File: src/hdl/sdmc_map.svh
// Register offsets, field positions, reset values and timing of the step/dir controller
`ifndef SDMC_MAP_SVH
`define SDMC_MAP_SVH

// Timing
`define SDMC_CLK_HZ          25000000
`define SDMC_IDLE_MS         100
`define SDMC_BLINK_MS        250

// Register word indices
`define SDMC_REG_CTRL        4'h0
`define SDMC_REG_STATUS      4'h1
`define SDMC_REG_MASK        4'h2
`define SDMC_REG_POS         4'h3
`define SDMC_REG_SWITCH      4'h4
`define SDMC_REG_STATE       4'h5

// Control fields
`define SDMC_CTRL_EN_BIT     0
`define SDMC_CTRL_CLRPOS_BIT 1

// Reset values
`define SDMC_CTRL_EN_RST     1'b1
`define SDMC_MASK_RST        8'h00
`define SDMC_PLED_RST        1'b1

// Status and mask fields
`define SDMC_EV_UVOLT        0
`define SDMC_EV_OVOLT        1
`define SDMC_EV_PHOPEN       2
`define SDMC_EV_OVCUR        3
`define SDMC_EV_OVTEMP       4
`define SDMC_EV_ENCODER      5
`define SDMC_EV_IDLE         6
`define SDMC_EV_RELEASE      7

`endif

File: src/hdl/sdmc_pkg.sv
// Types shared by the step/dir controller
package sdmc_pkg;

    typedef struct packed {
        logic        stepPrev;
        logic        relPrev;
        logic        ctrlEn;
        logic        idle;
        logic        stepStrobe;
        logic        stepUp;
        logic        coilEnable;
        logic [15:0] microPos;
        logic [15:0] stepsPerRev;
        logic [4:0]  runCurrent;
        logic [5:0]  currentCmd;
        logic [23:0] idleCnt;
        logic [23:0] blinkCnt;
        logic        blinkPhase;
        logic        powerLed;
        logic        faultLed;
        logic [7:0]  status;
        logic [7:0]  mask;
        logic [15:0] rdData;
    } sdmc_state_t;

endpackage : sdmc_pkg

File: src/hdl/sdmc_sync.sv
// Two flip-flop synchroniser for asynchronous levels
`timescale 1ns/1ps
module sdmc_sync #(
    parameter int W = 1
) (
    input  wire logic         mclk,   // System clock
    input  wire logic         rstN,   // Asynchronous reset, active low
    input  wire logic [W-1:0] din,    // Asynchronous levels
    output logic      [W-1:0] dout    // Synchronised levels
);
    logic [W-1:0] meta_ff;
    logic [W-1:0] sync_ff;

    always_ff @(posedge mclk or negedge rstN) begin
        if (!rstN) begin
            meta_ff <= '0;
            sync_ff <= '0;
        end else begin
            meta_ff <= din;
            sync_ff <= meta_ff;
        end
    end

    assign dout = sync_ff;
endmodule : sdmc_sync

File: src/hdl/sdmc_motor_ctrl.sv
// Step/direction motor control: microstep position, current command, LEDs, registers
`timescale 1ns/1ps
`include "sdmc_map.svh"
module sdmc_motor_ctrl #(
    parameter int unsigned IDLE_CYCLES  = `SDMC_IDLE_MS * (`SDMC_CLK_HZ / 1000),
    parameter int unsigned BLINK_CYCLES = `SDMC_BLINK_MS * (`SDMC_CLK_HZ / 1000)
) (
    input  wire logic        mclk,             // 25 MHz clock
    input  wire logic        resetn,           // Async reset, active low
    input  wire logic        stepPulseIn,      // Step pin, falling edge steps
    input  wire logic        directionIn,      // Direction pin, high counts up
    input  wire logic        motorReleaseN,    // Release pin, active low
    input  wire logic [3:0]  currentSel,       // Current switches, bit0 first
    input  wire logic [3:0]  microstepSel,     // Microstep switches, bit0 first
    input  wire logic        underVoltage,     // Supply low fault
    input  wire logic        overVoltage,      // Supply high fault
    input  wire logic        phaseOpen,        // Open phase fault
    input  wire logic        phaseOverCurrent, // Phase overcurrent fault
    input  wire logic        phaseOverTemp,    // Phase overheat fault
    input  wire logic        encoderFault,     // Encoder fault
    input  wire logic [3:0]  regAddr,          // Register word index
    input  wire logic [15:0] regWrData,        // Write data
    input  wire logic        regWrEn,          // Write strobe
    input  wire logic        regRdEn,          // Read strobe
    output logic      [15:0] regRdData,        // Read data, cycle after strobe
    output logic             irq,              // Interrupt, level
    output logic      [15:0] microPos,         // Microstep position in revolution
    output logic             stepStrobe,       // One-cycle pulse per taken step
    output logic             stepUp,           // Sense of last step
    output logic             coilEnable,       // Phase current allowed
    output logic      [5:0]  currentCmd,       // Coil current, 50 mA units
    output logic      [4:0]  runCurrent,       // Selected run current, 0.1 A units
    output logic      [15:0] stepsPerRev,      // Selected resolution
    output logic             powerLed,         // Power indicator
    output logic             faultLed          // Fault indicator
);
    import sdmc_pkg::*;

    localparam sdmc_state_t ST_RST = '{ctrlEn: `SDMC_CTRL_EN_RST, mask: `SDMC_MASK_RST,
                                       powerLed: `SDMC_PLED_RST, default: '0};

    sdmc_state_t st;
    sdmc_state_t nxt;

    logic        rstN;
    logic        stepS;
    logic        dirS;
    logic        relS;
    logic [5:0]  faultS;
    logic [7:0]  swS;
    logic        faultActive;
    logic        stepFall;
    logic        stepTake;
    logic        wrCtrl;
    logic        wrStatus;
    logic        wrMask;
    logic [7:0]  events;
    logic [15:0] posInc;
    logic [15:0] posDec;

    // Run current in 0.1 A from {sw0,sw1,sw2,sw3}
    function automatic logic [4:0] cur_tenths(input logic [3:0] sw);
        logic [3:0] key;
        key = {sw[0], sw[1], sw[2], sw[3]};
        unique case (key)
            4'h0: cur_tenths = 5'd2;
            4'h8: cur_tenths = 5'd3;
            4'h4: cur_tenths = 5'd4;
            4'h2: cur_tenths = 5'd5;
            4'h1: cur_tenths = 5'd6;
            4'hc: cur_tenths = 5'd8;
            4'hb: cur_tenths = 5'd9;
            4'he: cur_tenths = 5'd10;
            4'h7: cur_tenths = 5'd11;
            4'ha: cur_tenths = 5'd12;
            4'h5: cur_tenths = 5'd13;
            4'h9: cur_tenths = 5'd14;
            4'h6: cur_tenths = 5'd16;
            4'h3: cur_tenths = 5'd18;
            4'hd: cur_tenths = 5'd20;
            4'hf: cur_tenths = 5'd22;
        endcase
    endfunction : cur_tenths

    // Steps per revolution from {sw0,sw1,sw2,sw3}
    function automatic logic [15:0] spr_decode(input logic [3:0] sw);
        logic [3:0] key;
        key = {sw[0], sw[1], sw[2], sw[3]};
        unique case (key)
            4'hf: spr_decode = 16'd200;
            4'h7: spr_decode = 16'd400;
            4'hb: spr_decode = 16'd800;
            4'hd: spr_decode = 16'd1000;
            4'he: spr_decode = 16'd1600;
            4'h3: spr_decode = 16'd2000;
            4'hc: spr_decode = 16'd3200;
            4'h1: spr_decode = 16'd4000;
            4'h8: spr_decode = 16'd5000;
            4'h5: spr_decode = 16'd6400;
            4'ha: spr_decode = 16'd8000;
            4'h6: spr_decode = 16'd10000;
            4'h9: spr_decode = 16'd12800;
            4'h4: spr_decode = 16'd20000;
            4'h2: spr_decode = 16'd25600;
            4'h0: spr_decode = 16'd40000;
        endcase
    endfunction : spr_decode

    // Reset release, asserted at once, freed after two edges
    sdmc_sync #(.W(1)) u_rst_sync (
        .mclk (mclk),
        .rstN (resetn),
        .din  (1'b1),
        .dout (rstN)
    );

    // Pins cross into the clock domain; pulses wider than 2.5 us survive this
    sdmc_sync #(.W(3)) u_ctl_sync (
        .mclk (mclk),
        .rstN (rstN),
        .din  ({stepPulseIn, directionIn, motorReleaseN}),
        .dout ({stepS, dirS, relS})
    );

    sdmc_sync #(.W(6)) u_flt_sync (
        .mclk (mclk),
        .rstN (rstN),
        .din  ({encoderFault, phaseOverTemp, phaseOverCurrent, phaseOpen, overVoltage,
                underVoltage}),
        .dout (faultS)
    );

    sdmc_sync #(.W(8)) u_sw_sync (
        .mclk (mclk),
        .rstN (rstN),
        .din  ({microstepSel, currentSel}),
        .dout (swS)
    );

    assign faultActive = |faultS;
    assign stepFall    = st.stepPrev & ~stepS;
    // One step per edge, no rate limit: 200 kHz is 125 cycles apart
    assign stepTake    = stepFall & relS & ~faultActive & st.ctrlEn;
    assign wrCtrl      = regWrEn && (regAddr == `SDMC_REG_CTRL);
    assign wrStatus    = regWrEn && (regAddr == `SDMC_REG_STATUS);
    assign wrMask      = regWrEn && (regAddr == `SDMC_REG_MASK);
    assign posInc      = (st.microPos >= st.stepsPerRev - 16'h0001) ? 16'h0000
                                                                   : st.microPos + 16'h0001;
    assign posDec      = (st.microPos == 16'h0000 || st.microPos >= st.stepsPerRev)
                         ? st.stepsPerRev - 16'h0001 : st.microPos - 16'h0001;

    always_comb begin
        nxt             = st;
        nxt.stepPrev    = stepS;
        nxt.relPrev     = relS;
        nxt.stepStrobe  = stepTake;
        nxt.runCurrent  = cur_tenths(swS[3:0]);
        nxt.stepsPerRev = spr_decode(swS[7:4]);

        if (stepTake) begin
            nxt.stepUp   = dirS;
            nxt.microPos = dirS ? posInc : posDec;
        end
        if (wrCtrl) begin
            nxt.ctrlEn = regWrData[`SDMC_CTRL_EN_BIT];
            if (regWrData[`SDMC_CTRL_CLRPOS_BIT]) begin
                nxt.microPos = 16'h0000;
            end
        end

        // Idle timer restarts on every accepted step
        if (stepTake) begin
            nxt.idleCnt = 24'h000000;
            nxt.idle    = 1'b0;
        end else if (st.idleCnt >= 24'(IDLE_CYCLES - 1)) begin
            nxt.idle    = 1'b1;
        end else begin
            nxt.idleCnt = st.idleCnt + 24'h000001;
        end

        // Faults and release both kill phase current
        nxt.coilEnable = relS & ~faultActive;
        if (!nxt.coilEnable) begin
            nxt.currentCmd = 6'h00;
        end else if (nxt.idle) begin
            nxt.currentCmd = {1'b0, nxt.runCurrent};
        end else begin
            nxt.currentCmd = {nxt.runCurrent, 1'b0};
        end

        if (st.blinkCnt >= 24'(BLINK_CYCLES - 1)) begin
            nxt.blinkCnt   = 24'h000000;
            nxt.blinkPhase = ~st.blinkPhase;
        end else begin
            nxt.blinkCnt   = st.blinkCnt + 24'h000001;
        end
        nxt.powerLed = nxt.idle ? nxt.blinkPhase : 1'b1;
        nxt.faultLed = faultActive & nxt.blinkPhase;

        // Set wins over a same-cycle clear
        nxt.status = (st.status & ~(wrStatus ? regWrData[7:0] : 8'h00)) | events;
        if (wrMask) begin
            nxt.mask = regWrData[7:0];
        end

        nxt.rdData = 16'h0000;
        if (regRdEn) begin
            case (regAddr)
                `SDMC_REG_CTRL:   nxt.rdData = {15'h0000, st.ctrlEn};
                `SDMC_REG_STATUS: nxt.rdData = {8'h00, st.status};
                `SDMC_REG_MASK:   nxt.rdData = {8'h00, st.mask};
                `SDMC_REG_POS:    nxt.rdData = st.microPos;
                `SDMC_REG_SWITCH: nxt.rdData = {2'b00, st.currentCmd, swS};
                `SDMC_REG_STATE:  nxt.rdData = {11'h000, st.coilEnable, faultActive, dirS,
                                                ~relS, st.idle};
                default:          nxt.rdData = 16'h0000;
            endcase
        end
    end

    always_comb begin
        events                   = 8'h00;
        events[5:0]              = faultS;
        events[`SDMC_EV_IDLE]    = ~st.idle & (st.idleCnt >= 24'(IDLE_CYCLES - 1)) & ~stepTake;
        events[`SDMC_EV_RELEASE] = st.relPrev & ~relS;
    end

    always_ff @(posedge mclk or negedge rstN) begin
        if (!rstN) begin
            st <= ST_RST;
        end else begin
            st <= nxt;
        end
    end

    assign regRdData   = st.rdData;
    assign irq         = |(st.status & st.mask);
    assign microPos    = st.microPos;
    assign stepStrobe  = st.stepStrobe;
    assign stepUp      = st.stepUp;
    assign coilEnable  = st.coilEnable;
    assign currentCmd  = st.currentCmd;
    assign runCurrent  = st.runCurrent;
    assign stepsPerRev = st.stepsPerRev;
    assign powerLed    = st.powerLed;
    assign faultLed    = st.faultLed;

    // Checks
    property p_step_adv;
        @(posedge mclk) disable iff (!rstN)
        stepTake && !wrCtrl |=> stepStrobe && (microPos != $past(microPos));
    endproperty
    a_step_adv: assert property (p_step_adv) else $error("step edge not taken");

    property p_dir;
        @(posedge mclk) disable iff (!rstN)
        stepTake |=> stepUp == $past(dirS);
    endproperty
    a_dir: assert property (p_dir) else $error("step sense wrong");

    property p_inc;
        @(posedge mclk) disable iff (!rstN)
        stepStrobe && stepUp && !$past(wrCtrl)
            && ($past(microPos) < $past(stepsPerRev) - 16'h0001)
            |-> microPos == $past(microPos) + 16'h0001;
    endproperty
    a_inc: assert property (p_inc) else $error("up step not plus one");

    property p_rate;
        @(posedge mclk) disable iff (!rstN)
        $fell(stepS) && relS && !faultActive && st.ctrlEn |=> stepStrobe;
    endproperty
    a_rate: assert property (p_rate) else $error("back to back step lost");

    property p_release;
        @(posedge mclk) disable iff (!rstN)
        !relS |=> !coilEnable && !stepStrobe && currentCmd == 6'h00;
    endproperty
    a_release: assert property (p_release) else $error("release left current on");

    property p_idle;
        @(posedge mclk) disable iff (!rstN)
        st.idleCnt == 24'(IDLE_CYCLES - 1) && !stepTake |=> st.idle;
    endproperty
    a_idle: assert property (p_idle) else $error("idle not entered");

    property p_half;
        @(posedge mclk) disable iff (!rstN)
        coilEnable |-> currentCmd == (st.idle ? {1'b0, runCurrent} : {runCurrent, 1'b0});
    endproperty
    a_half: assert property (p_half) else $error("current command wrong");

    property p_spr;
        @(posedge mclk) disable iff (!rstN)
        $stable(swS) |=> stepsPerRev == spr_decode($past(swS[7:4]))
            && runCurrent == cur_tenths($past(swS[3:0]));
    endproperty
    a_spr: assert property (p_spr) else $error("switch decode wrong");

    property p_pled;
        @(posedge mclk) disable iff (!rstN)
        !st.idle |-> powerLed;
    endproperty
    a_pled: assert property (p_pled) else $error("power led not solid");

    property p_fled;
        @(posedge mclk) disable iff (!rstN)
        !faultActive |=> !faultLed;
    endproperty
    a_fled: assert property (p_fled) else $error("fault led without fault");

    property p_prot;
        @(posedge mclk) disable iff (!rstN)
        faultActive |=> !coilEnable;
    endproperty
    a_prot: assert property (p_prot) else $error("fault left current on");

    property p_restart;
        @(posedge mclk) disable iff (!rstN)
        stepStrobe |-> st.idleCnt == 24'h000000 && !st.idle;
    endproperty
    a_restart: assert property (p_restart) else $error("idle timer not restarted");

    property p_cv_up;
        @(posedge mclk) disable iff (!rstN) stepStrobe && stepUp;
    endproperty
    c_cv_up: cover property (p_cv_up);

    property p_cv_down;
        @(posedge mclk) disable iff (!rstN) stepStrobe && !stepUp;
    endproperty
    c_cv_down: cover property (p_cv_down);

    property p_cv_idle;
        @(posedge mclk) disable iff (!rstN) $rose(st.idle) && coilEnable;
    endproperty
    c_cv_idle: cover property (p_cv_idle);

    property p_cv_irq;
        @(posedge mclk) disable iff (!rstN) $rose(irq);
    endproperty
    c_cv_irq: cover property (p_cv_irq);
endmodule : sdmc_motor_ctrl

File: config.mk
export PLATFORM = sky130hd
export DESIGN_NAME = sdmc_motor_ctrl
export DESIGN_NICKNAME = d
export VERILOG_FILES = /design/src/hdl/sdmc_pkg.sv /design/src/hdl/sdmc_sync.sv /design/src/hdl/sdmc_motor_ctrl.sv
export VERILOG_INCLUDE_DIRS = /design/src /design/src/hdl
export SDC_FILE = /design/constraint.sdc
export NUM_CORES = 1
export LEC_CHECK = 0
export ABC_AREA = 1
export BUFFER_PORTS_ARGS = -buffer_cell sky130_fd_sc_hd__buf_4
export CAP_MARGIN = 10
export CELL_PAD_IN_SITES_DETAIL_PLACEMENT = 2
export CELL_PAD_IN_SITES_GLOBAL_PLACEMENT = 2
export CORE_MARGIN = 5
export CORE_UTILIZATION = 32
export CTS_CLUSTER_DIAMETER = 50
export CTS_CLUSTER_SIZE = 14
export DETAILED_ROUTE_END_ITERATION = 10
export PLACE_DENSITY_LB_ADDON = 0.1
export SLEW_MARGIN = 40
export SYNTH_ARGS = -nofsm -noshare
export SYNTH_HDL_FRONTEND = slang
export SYNTH_SLANG_ARGS = --single-unit
File: constraint.sdc
create_clock -name mclk -period 4.8 [get_ports mclk]
set_clock_uncertainty 0.15 [all_clocks]
set_input_delay 0.96 -clock mclk [delete_from_list [all_inputs] [get_ports mclk]]
set_output_delay 0.96 -clock mclk [all_outputs]
set_load 0.02 [all_outputs]
## Word-level counts from Yosys, hierarchy flattened

Memories as Yosys holds them, arrays and structs flattened. A register that Yosys moved wholly into a read port is not among the register bits.
Index checks and enable logic that the tools add are counted.

| cells by class | value |
|---|---|
| add/subtract/negate cells | 5 |
| magnitude comparators | 4 |
| eq/ne operators | 6 |
| muxes and demuxes | 18 |
| bitwise logic cells | 19 |
| reduce and logical (&&, ||, !) cells | 9 |

Operator list:

| cell | number |
|---|---|
| 16-bit 2-to-1 mux | 7 |
| 16-bit one-hot mux with 6 select lines | 1 |
| 24-bit 2-to-1 mux | 3 |
| 24-bit by 1-bit adder with 24-bit output, second input constant | 2 |
| 16-bit greater-or-equal comparator | 2 |
| 16-bit by 1-bit subtractor with 16-bit output, second input constant | 2 |
| 24-bit by 22-bit greater-or-equal comparator with 1-bit output, second input constant | 1 |
| 24-bit by 23-bit greater-or-equal comparator with 1-bit output, second input constant | 1 |
| 16-bit by 1-bit adder with 16-bit output, second input constant | 1 |
| 8-bit bitwise AND | 2 |
| 16-bit zero test | 1 |
| 6-bit 2-to-1 mux | 2 |
| 1-bit bitwise AND | 9 |
| 4-bit by 2-bit equality test with 1-bit output, second input constant | 2 |
| 4-bit by 3-bit equality test with 1-bit output, second input constant | 2 |
| 8-bit 2-to-1 mux | 1 |
| 8-bit inverter | 1 |
| 8-bit OR | 1 |
| 8-bit OR reduction | 1 |
| 1-bit inverter | 6 |
| 6-bit OR reduction | 1 |
| 4-bit by 1-bit equality test with 1-bit output, second input constant | 1 |
| 4-bit zero test | 1 |
| 1-bit 2-to-1 mux | 4 |
| 4 further kinds | 6 |

| word-level totals | value |
|---|---|
| register bits after elaboration | 169 |
| ROM bits | 288 |
| input port bits | 41 |
| word-level logic and storage cells | 90 |
| memories | 2 |

Memory list:

| memory | words | bits a word | rd ports | clocked after Yosys merged registers in | write ports | line | source |
|---|---|---|---|---|---|---|---|
| (name not given) | 16 | 13 | 1 | 1 | 0 | sdmc_motor_ctrl.sv:89 | `unique case (key)` |
| (name not given) | 16 | 5 | 1 | 0 | 0 | sdmc_motor_ctrl.sv:65 | `unique case (key)` |

## Logic depth before layout (Yosys ltp)

Gate-level depths: netlist of run 1.

| logic depth | value |
|---|---|
| depth after elaboration | 8 |
| depth in mapped cells | 19 |

## By module

A second synthesis of run 1 with hierarchy kept.

| second synthesis, totals | value |
|---|---|
| cell total of the unflattened synthesis | 1271 |
| area total of the unflattened synthesis | 9943.3 µm² |

Modules (own cells, without submodules):

| module | instances | cells each | area each (µm²) | sequential area each (µm²) |
|---|---|---|---|---|
| sdmc_motor_ctrl | 1 | 1235 | 9042.4 | 3255.6 |
| sdmc_sync at u_sw_sync | 1 | 16 | 400.4 | 400.4 |
| sdmc_sync at u_flt_sync | 1 | 12 | 300.3 | 300.3 |
| sdmc_sync at u_ctl_sync | 1 | 6 | 150.1 | 150.1 |
| sdmc_sync at u_rst_sync | 1 | 2 | 50.0 | 50.0 |

## Worst setup path before layout of run 1

Ideal clock, no wire load.

| timing | value |
|---|---|
| kind | reg2reg |
| start | register stepsPerRev[3] (netlist name) |
| end | register st, in the netlist microPos[7] |
| library setup time | 0.073 ns |
| data arrival time | 2.191 ns |
| required time | 4.577 ns |
| slack | 2.386 ns |
| stages on the path, launching flop included | 15 |
| buffers on the path | 1 |
| clock period less this slack | 2.414 ns |
| cells stage by stage | dfrtp_1 > inv_1 > ha_1 > nand2_1 > nor2_1 > xor2_1 > ha_1 > a21oi_1 > a21oi_1 > nor2_1 > buf_2 > nand3_1 > nand2_1 > nand3_1 > a21oi_2 |

RTL lines:

| element | line | source |
|---|---|---|
| end signal, assigned | sdmc_motor_ctrl.sv:232 | `st <= nxt;` |
| end, declared | sdmc_motor_ctrl.sv:42 | `sdmc_state_t st;` |

==> results of run 1 <==
synthesized netlist by cell type (6+ instances only):
cell type  count  area [sq um]
clkbuf_1       8         30.03
nor2_2        11         68.82
nand3_1       75         375.4
buf_4         64         480.5
xor2_1        42         367.9
nor2_4         9         101.4
nand2_1      208         780.8
nand4_1       37         231.5
a31oi_1        7         43.79
nand2_2       10         62.56
o21ai_1        7         35.03
nor2_1       115         431.7
nor3_1        20         100.1
o21ai_0       63         315.3
nand3b_1       6         45.04
inv_2         12         45.04
inv_1        152         570.6
nand3_2        6         60.06
a211oi_1       6         45.04
o21ai_2       10         87.58
buf_2          7         35.03
a21oi_1       59         295.3
ha_1          42         525.5
nor4_1         7         43.79
dfrtp_1      164          4104
buf_6          9         101.4
o22ai_1       14         87.58
metal layers:
layer,vias up,track usage (%),wire [microns]
met1,4203,24.32,14890
li1,3966,-,-
met4,0,4.428,397
met5,-,0,0
met3,20,3.419,784
met2,82,32.38,16000
kinds of logic after synthesis:
kind of cell               after synthesis  synth area share (%)
other                                    2               0.07538
DFF                                    166                 41.72
AOI/OAI and AO/OA                      185                 10.69
buffers and inverters                  253                 12.73
and+or+nand+nor                        521                 25.38
xor gates and xnor gates                47                 4.132
adders and majority gates               42                 5.274
state kept, by name, indices dropped and copies added, names as in the netlist, 5 cells and up:
register and flops:
st 69, regRdData 16, microPos 16, runCurrent 5, u_flt_sync.dout 6, u_sw_sync.dout 8, stepsPerRev 13, u_sw_sync.meta_ff 8
currentCmd 6, u_flt_sync.meta_ff 6
power by group through the flow:
stage / Combinational (uW) / Clock, uW / Sequential [uW]
floorplan: 331 / 0 / 1570
global placement: 493 / 0 / 1570
detailed placement: 513 / 0 / 1570
CTS: 518 / 1410 / 1540
global route: 567 / 1480 / 1550
finish: 503 / 1370 / 1540
worst max path at each step:
stage | slack (ns) | to | cells after the start
CTS | 1.25 | microPos[15] | 15
global route | 0.97 | microPos[15] | 15
global placement | 1.42 | microPos[4] | 13
floorplan | 1.91 | coilEnable | 0
detailed placement | 1.27 | microPos[15] | 15
finish | 1.34 | microPos[13] | 13
per-stage QoR:
stage | hold slack [ns] | utilization (%)
floorplan | 0.1811 | -
global placement | 0.1592 | 34.51
detailed placement | 0.1513 | 34.54
CTS | 0.1095 | 36.39
global route | 0.1096 | 36.39
finish | 0.1339 | 36.39
area by class of cell:
cell class	count	area, sq um
Timing Repair Buffer	100	767.0
Clock inverter	11	127.6
Tap cell	396	495.5
Fill cell	3499	19510
Sequential cell	166	4160
Inverter	165	621.8
Clock buffer	21	440.4
Multi-Input combinational cell	800	4549
critical path, cell delays in order, from the launching register on:
cell and delay (ns):
dfrtp_1 0.47, inv_1 0.15, ha_1 0.31, nand3_1 0.14, xor2_1 0.26, inv_1 0.08, ha_1 0.31, nand4_1 0.15
nor2_1 0.20, nand2_1 0.35, nand2_1 0.41, o21ai_0 0.15, nand2_1 0.13, a21oi_1 0.05
==> summary.md, run 1 <==
| Metric | Value |
|---|---|
| Root Driver | clkbuf_16 |
| H-Tree Depth | 4 |
| Die Y | ~190 microns |
| Commonest non-fill, non-tap cell in the layout | nand2_1 |
| Hold_buf cts | 0 |
| CP Capture Type | flip-flop |
| GRT Total Usage | 18.69% |
| VDD IR-drop max | between 0.15 and 0.2 mV |
| Ys Warns | 0 |
| Worst Setup SP | stepsPerRev[3] |
| Reg2reg end | microPos[13] |
| Placed cell areas | around 11000 sq um |
| Cell Count, Final, Fillers Out | between 1500 and 2000 |
| Core footprint | between 30000 and 40000 sq um |
| Routed Wire Length | 32070 microns |
| Site Rows | 64 |
| Clock network fraction of total power | between 40 and 50% |
| DR vias | between 8000 and 9000 |
| Net Sw Power | 1000 uW |
| Vias in the first global route | between 9000 and 10000 |
| Asr flop ratio synth | 100.0% |
| Final setup TNS | 0 ns |
| Minimum clock period after layout | about 3.5 ns |
| Ports | roughly 110 |
| Global-route wire length before repair | 52190 microns |
| DR DRC count | 0 |
| Post-place setup slack | approximately 1.3 ns |
| Die footprint | around 35000 sq um |
| Synthesized area | 9963 sq um |
| Mapped Avg Cell Area | slightly above 8 sq um |
| Worst-Margin Slew | ~0.61 ns |
| Sw frac | slightly below 30% |
| Post-cts resize count | 0 |
| Worst-path maximum fanout | 11 |
| Drt pass-1 iters | 4 |
| Setup bufs post-CTS | 0 |
| IO buf count | 94 |
| # setup viols final | 0 |
| Clock Sinks | between 150 and 200 |
| Lkg Pwr | 0.005537 uW |
| Power density cells | a little over 300 nW/um^2 |
| R2r startpoint | stepsPerRev[3] |
| DRT iter0 DRCs | 328 |
| Pwr Total | roughly 3400 uW |
| Worst Hold Class | in2async |
| WP data required | ~5 ns |
| Post-route setup slack | 1.345 ns |
| Antenna cells | 0 |
| Critical Path AT | 3.64 ns |
| Placed wire-length estimate | around 25000 microns |
| Reg clk slew, reported paths | roughly 0.07 ns |
| Pint | around 2400 uW |
| Main synth FF type | dfrtp_1 |
| Routability cong. | 0.8143 |
| Seq cells post-synth | around 170 |
| Clock Latency Late Sink | ~0.45 ns |
| Chip Width | about 190 microns |
| F_max | 289.4 MHz |
| Ratio of cells with drive above 1 in the final layout | roughly 17% |
| Cells after DPL | approximately 1600 |
| Avg WL per Cell | 19.33 microns |
| CTS Buf Count | 17 |
| Reg2reg setup slack | around 1.3 ns |
| Final hold vios | 0 |
| Initial antenna violation count | 0 |
| R2R cell count | 13 |
| Seq/Total Area, Yosys | 41.72% |
| Slew headroom | ~60% |
| Maxcap violations | 0 |
| Final nets | 1333 |
| Part of the power in combinational logic | 14.7% |
| CTS tree | done |
| Antenna-violating nets left | 0 |
| Vias per inst | around 5.0 |
| P&R area growth vs syn | 12.03% |
| Crit path launch type | flip-flop |
| Cells after synthesis | approximately 1200 |
| Fin crit share | a little under three quarters |
| Number of flops mapped to enable cells by yosys | 0 |
| Largest net degree at the start of global routing | 102 |
| Initial Util | between 30 and 40% |
| Netlist cell types | 52 |
| Outcome | complete, no violations |
| Grt ovf | 0 |
| Design Area, Final | ~11000 sq um |
| Register share of total power | 45.1% |
| Pins Over Slew Limit | 0 |
| RSZ-0062 raised after global routing | false |
| Most frequent cells in the layout | nand2_1 (208), dfrtp_1 (163), inv_1 (152), nor2_1 (115), buf_4 (98) |
| Worst Setup Path Type | reg2reg |
| Clock buffer depth | 2 |
(Power assumes the default switching activity.)
==> run 2: changes to the inputs <==
--- a/config.mk
+++ b/config.mk
@@ -12,7 +12,7 @@
 export CELL_PAD_IN_SITES_DETAIL_PLACEMENT = 2
 export CELL_PAD_IN_SITES_GLOBAL_PLACEMENT = 2
 export CORE_MARGIN = 5
-export CORE_UTILIZATION = 32
+export CORE_UTILIZATION = 35
 export CTS_CLUSTER_DIAMETER = 50
 export CTS_CLUSTER_SIZE = 14
 export DETAILED_ROUTE_END_ITERATION = 10
==> constraint.sdc (replaced) <==
create_clock -name mclk -period 3.2 [get_ports mclk]
set_clock_uncertainty 0.15 [all_clocks]
set_input_delay 0.64 -clock mclk [delete_from_list [all_inputs] [get_ports mclk]]
set_output_delay 0.64 -clock mclk [all_outputs]
set_load 0.02 [all_outputs]
==> summary.md, run 2 (synthesis gave the netlist of run 1 again) <==
| Metric | Value |
|---|---|
| Worst-Margin Slew | 0.6362 ns |
| R2R cell count | 13 |
| Antenna-violating nets left | 0 |
| Routed Wire Length | roughly 32000 microns |
| Global-route wire length before repair | about 52000 microns |
| Drt pass-1 iters | 4 |
| Crit path launch type | flip-flop |
| Routability cong. | about 0.82 |
| Ports | 106 |
| Avg WL per Cell | between 15 and 20 microns |
| Pins Over Slew Limit | 0 |
| Clock Latency Late Sink | roughly 0.44 ns |
| Clock buffer depth | 2 |
| Placed wire-length estimate | about 25000 microns |
| Most frequent cells in the layout | nand2_1 (207), dfrtp_1 (163), inv_1 (152), nor2_1 (111), buf_4 (110) |
| Die footprint | 31940 sq um |
| CP peak stage delay | about 0.41 ns |
| Worst Setup Path Type | reg2reg |
| CP dominant cell by count | a21oi_1 |
| Antenna cells | 0 |
| Initial antenna violation count | 0 |
| Worst Hold Class | in2reg |
| Die Y | around 180 microns |
| Outcome | complete, no violations |
| Worst-path maximum fanout | 6 |
| Vias in the first global route | around 9300 |
| Commonest non-fill, non-tap cell in the layout | nand2_1 |
| Vias per inst | 5.073 |
| Maxcap violations | 0 |
| # setup viols final | 0 |
| Chip Width | approximately 180 microns |
| RSZ-0062 raised after global routing | false |
| Grt ovf | 0 |
| Critical path, cell by cell | inv_1, ha_2, nand2_1, nor2_1, xor2_1, ha_1, a21oi_1, a21oi_1, nor2_2, nand2_2, o21ai_0, nand2_1, a21oi_1 |
| CTS tree | done |
| Ratio of cells with drive above 1 in the final layout | around 18% |
| DRT iter0 DRCs | 401 |
| Largest net degree at the start of global routing | 76 |
| Core footprint | around 28000 sq um |
| Reg clk slew, reported paths | approximately 0.070 ns |
| Root Driver | clkbuf_16 |
| Final nets | between 1000 and 1500 |
| GRT Total Usage | 20.89% |
| Setup bufs post-CTS | 0 |
| CTS Buf Count | 17 |
| Fin crit share | 91.76% |
| F_max | roughly 340 MHz |
| Site Rows | just over 60 |
| Critical-path top delay cell | dfrtp_1 |
| Final Util | around two fifths |
| WP data required | roughly 3.4 ns |
| DR DRC count | 0 |
| DR vias | ~8400 |
| Critical Path AT | around 3.2 ns |
| Lkg Pwr | around 0.0056 uW |
| Largest register FFs | approximately 70 |
| IO buf count | 94 |
| VDD IR-drop max | around 0.34 mV |
| Clock Sinks | about 170 |
| Power density cells | 460.6 nW/um^2 |
| Slew headroom | 57.59% |
| Hold path depth | 1 |
| Initial Util | a little over a third |
| Biggest register | st |
| Fillers | about 3200 |
| P&R area growth vs syn | 13.14% |
| H-Tree Depth | 4 |
| Final hold vios | 0 |
| Minimum clock period after layout | around 3 ns |
| CP Capture Type | flip-flop |
| Final setup TNS | 0 ns |
[run 2: cell types whose count changed in the layout (fill, tap and decap cells not counted), moves of 2 or more]
cell	delta
buf_4	+12
nor2_1	-4
clkbuf_1	-2
nor2_2	+4
inv_8	+2
[run 2: metrics by stage]
step	cells	total power [uW]	hold WS [ns]	setup WS (ns)	area (sq um)
5_1_grt	1653	5440	0.1294	0.005676	11270
2_1_floorplan	1219	2845	0.1811	0.3061	9976
3_3_place_gp	1620	3092	0.1816	0.1726	10650
4_1_cts	1653	5261	0.1346	0.03694	11250
3_5_place_dp	1620	3116	0.1856	0.07129	10650
6_report	1653	5192	0.1531	0.2637	11270
[run 2: final timing paths]
kind,endpoint,slack (ns),startpoint
max,microPos[13],0.26,stepsPerRev[4]
min,u_sw_sync.meta_ff[5],0.15,microstepSel[1]
max reg2reg,microPos[13],0.26,stepsPerRev[4]
min reg2reg,regRdData[5],0.20,u_rst_sync.dout
max in group asynchronous,st[48],1.81,u_rst_sync.dout
min in group asynchronous,regRdData[5],0.20,u_rst_sync.dout
[run 2: routing by layer]
metal / up-vias / global-route usage [%] / routed length, microns
met5: - / 0 / 0
met4: 0 / 5.277 / 495
met3: 23 / 3.016 / 804
met2: 99 / 36.29 / 16190
met1: 4269 / 27.42 / 14580
li1: 3995 / - / -
[run 2: report_power, final]
group | switching, uW | leakage, uW | internal (uW)
sequential | 102 | 0.00212 | 2210
combinational | 495 | 0.00321 | 264
clock | 933 | 0.000285 | 1190
total | 1530 | 0.00561 | 3660
[run 2: final cells by class]
class | instances | area, sq um | share of cell area (%)
multi-input cells | 800 | 4568 | 40.53
flip-flops and latches | 166 | 4160 | 36.91
repair buffers | 112 | 855.8 | 7.592
inverters | 165 | 621.8 | 5.517
well taps | 378 | 473.0 | 4.196
clock buffers | 20 | 446.7 | 3.963
clock inverters | 12 | 146.4 | 1.299
[run 2: repair_timing]
item                                    4_1_cts  5_1_grt
endpoints found under the setup margin        0       12
hold buffers                                  1        0
resized for setup                             0        7
hold endpoints to repair                      2        0
[run 2: critical path, delay by kind of cell (launching register included)]
kind                     cells  cell delay, ns
AND/OR/NAND/NOR              5            0.73
AO/OA/AOI/OAI                4            0.63
adder cells (fa/ha/maj)      2            0.57
flip-flops                   1            0.41
XOR/XNOR                     1            0.27
buffers and inverters        1            0.09
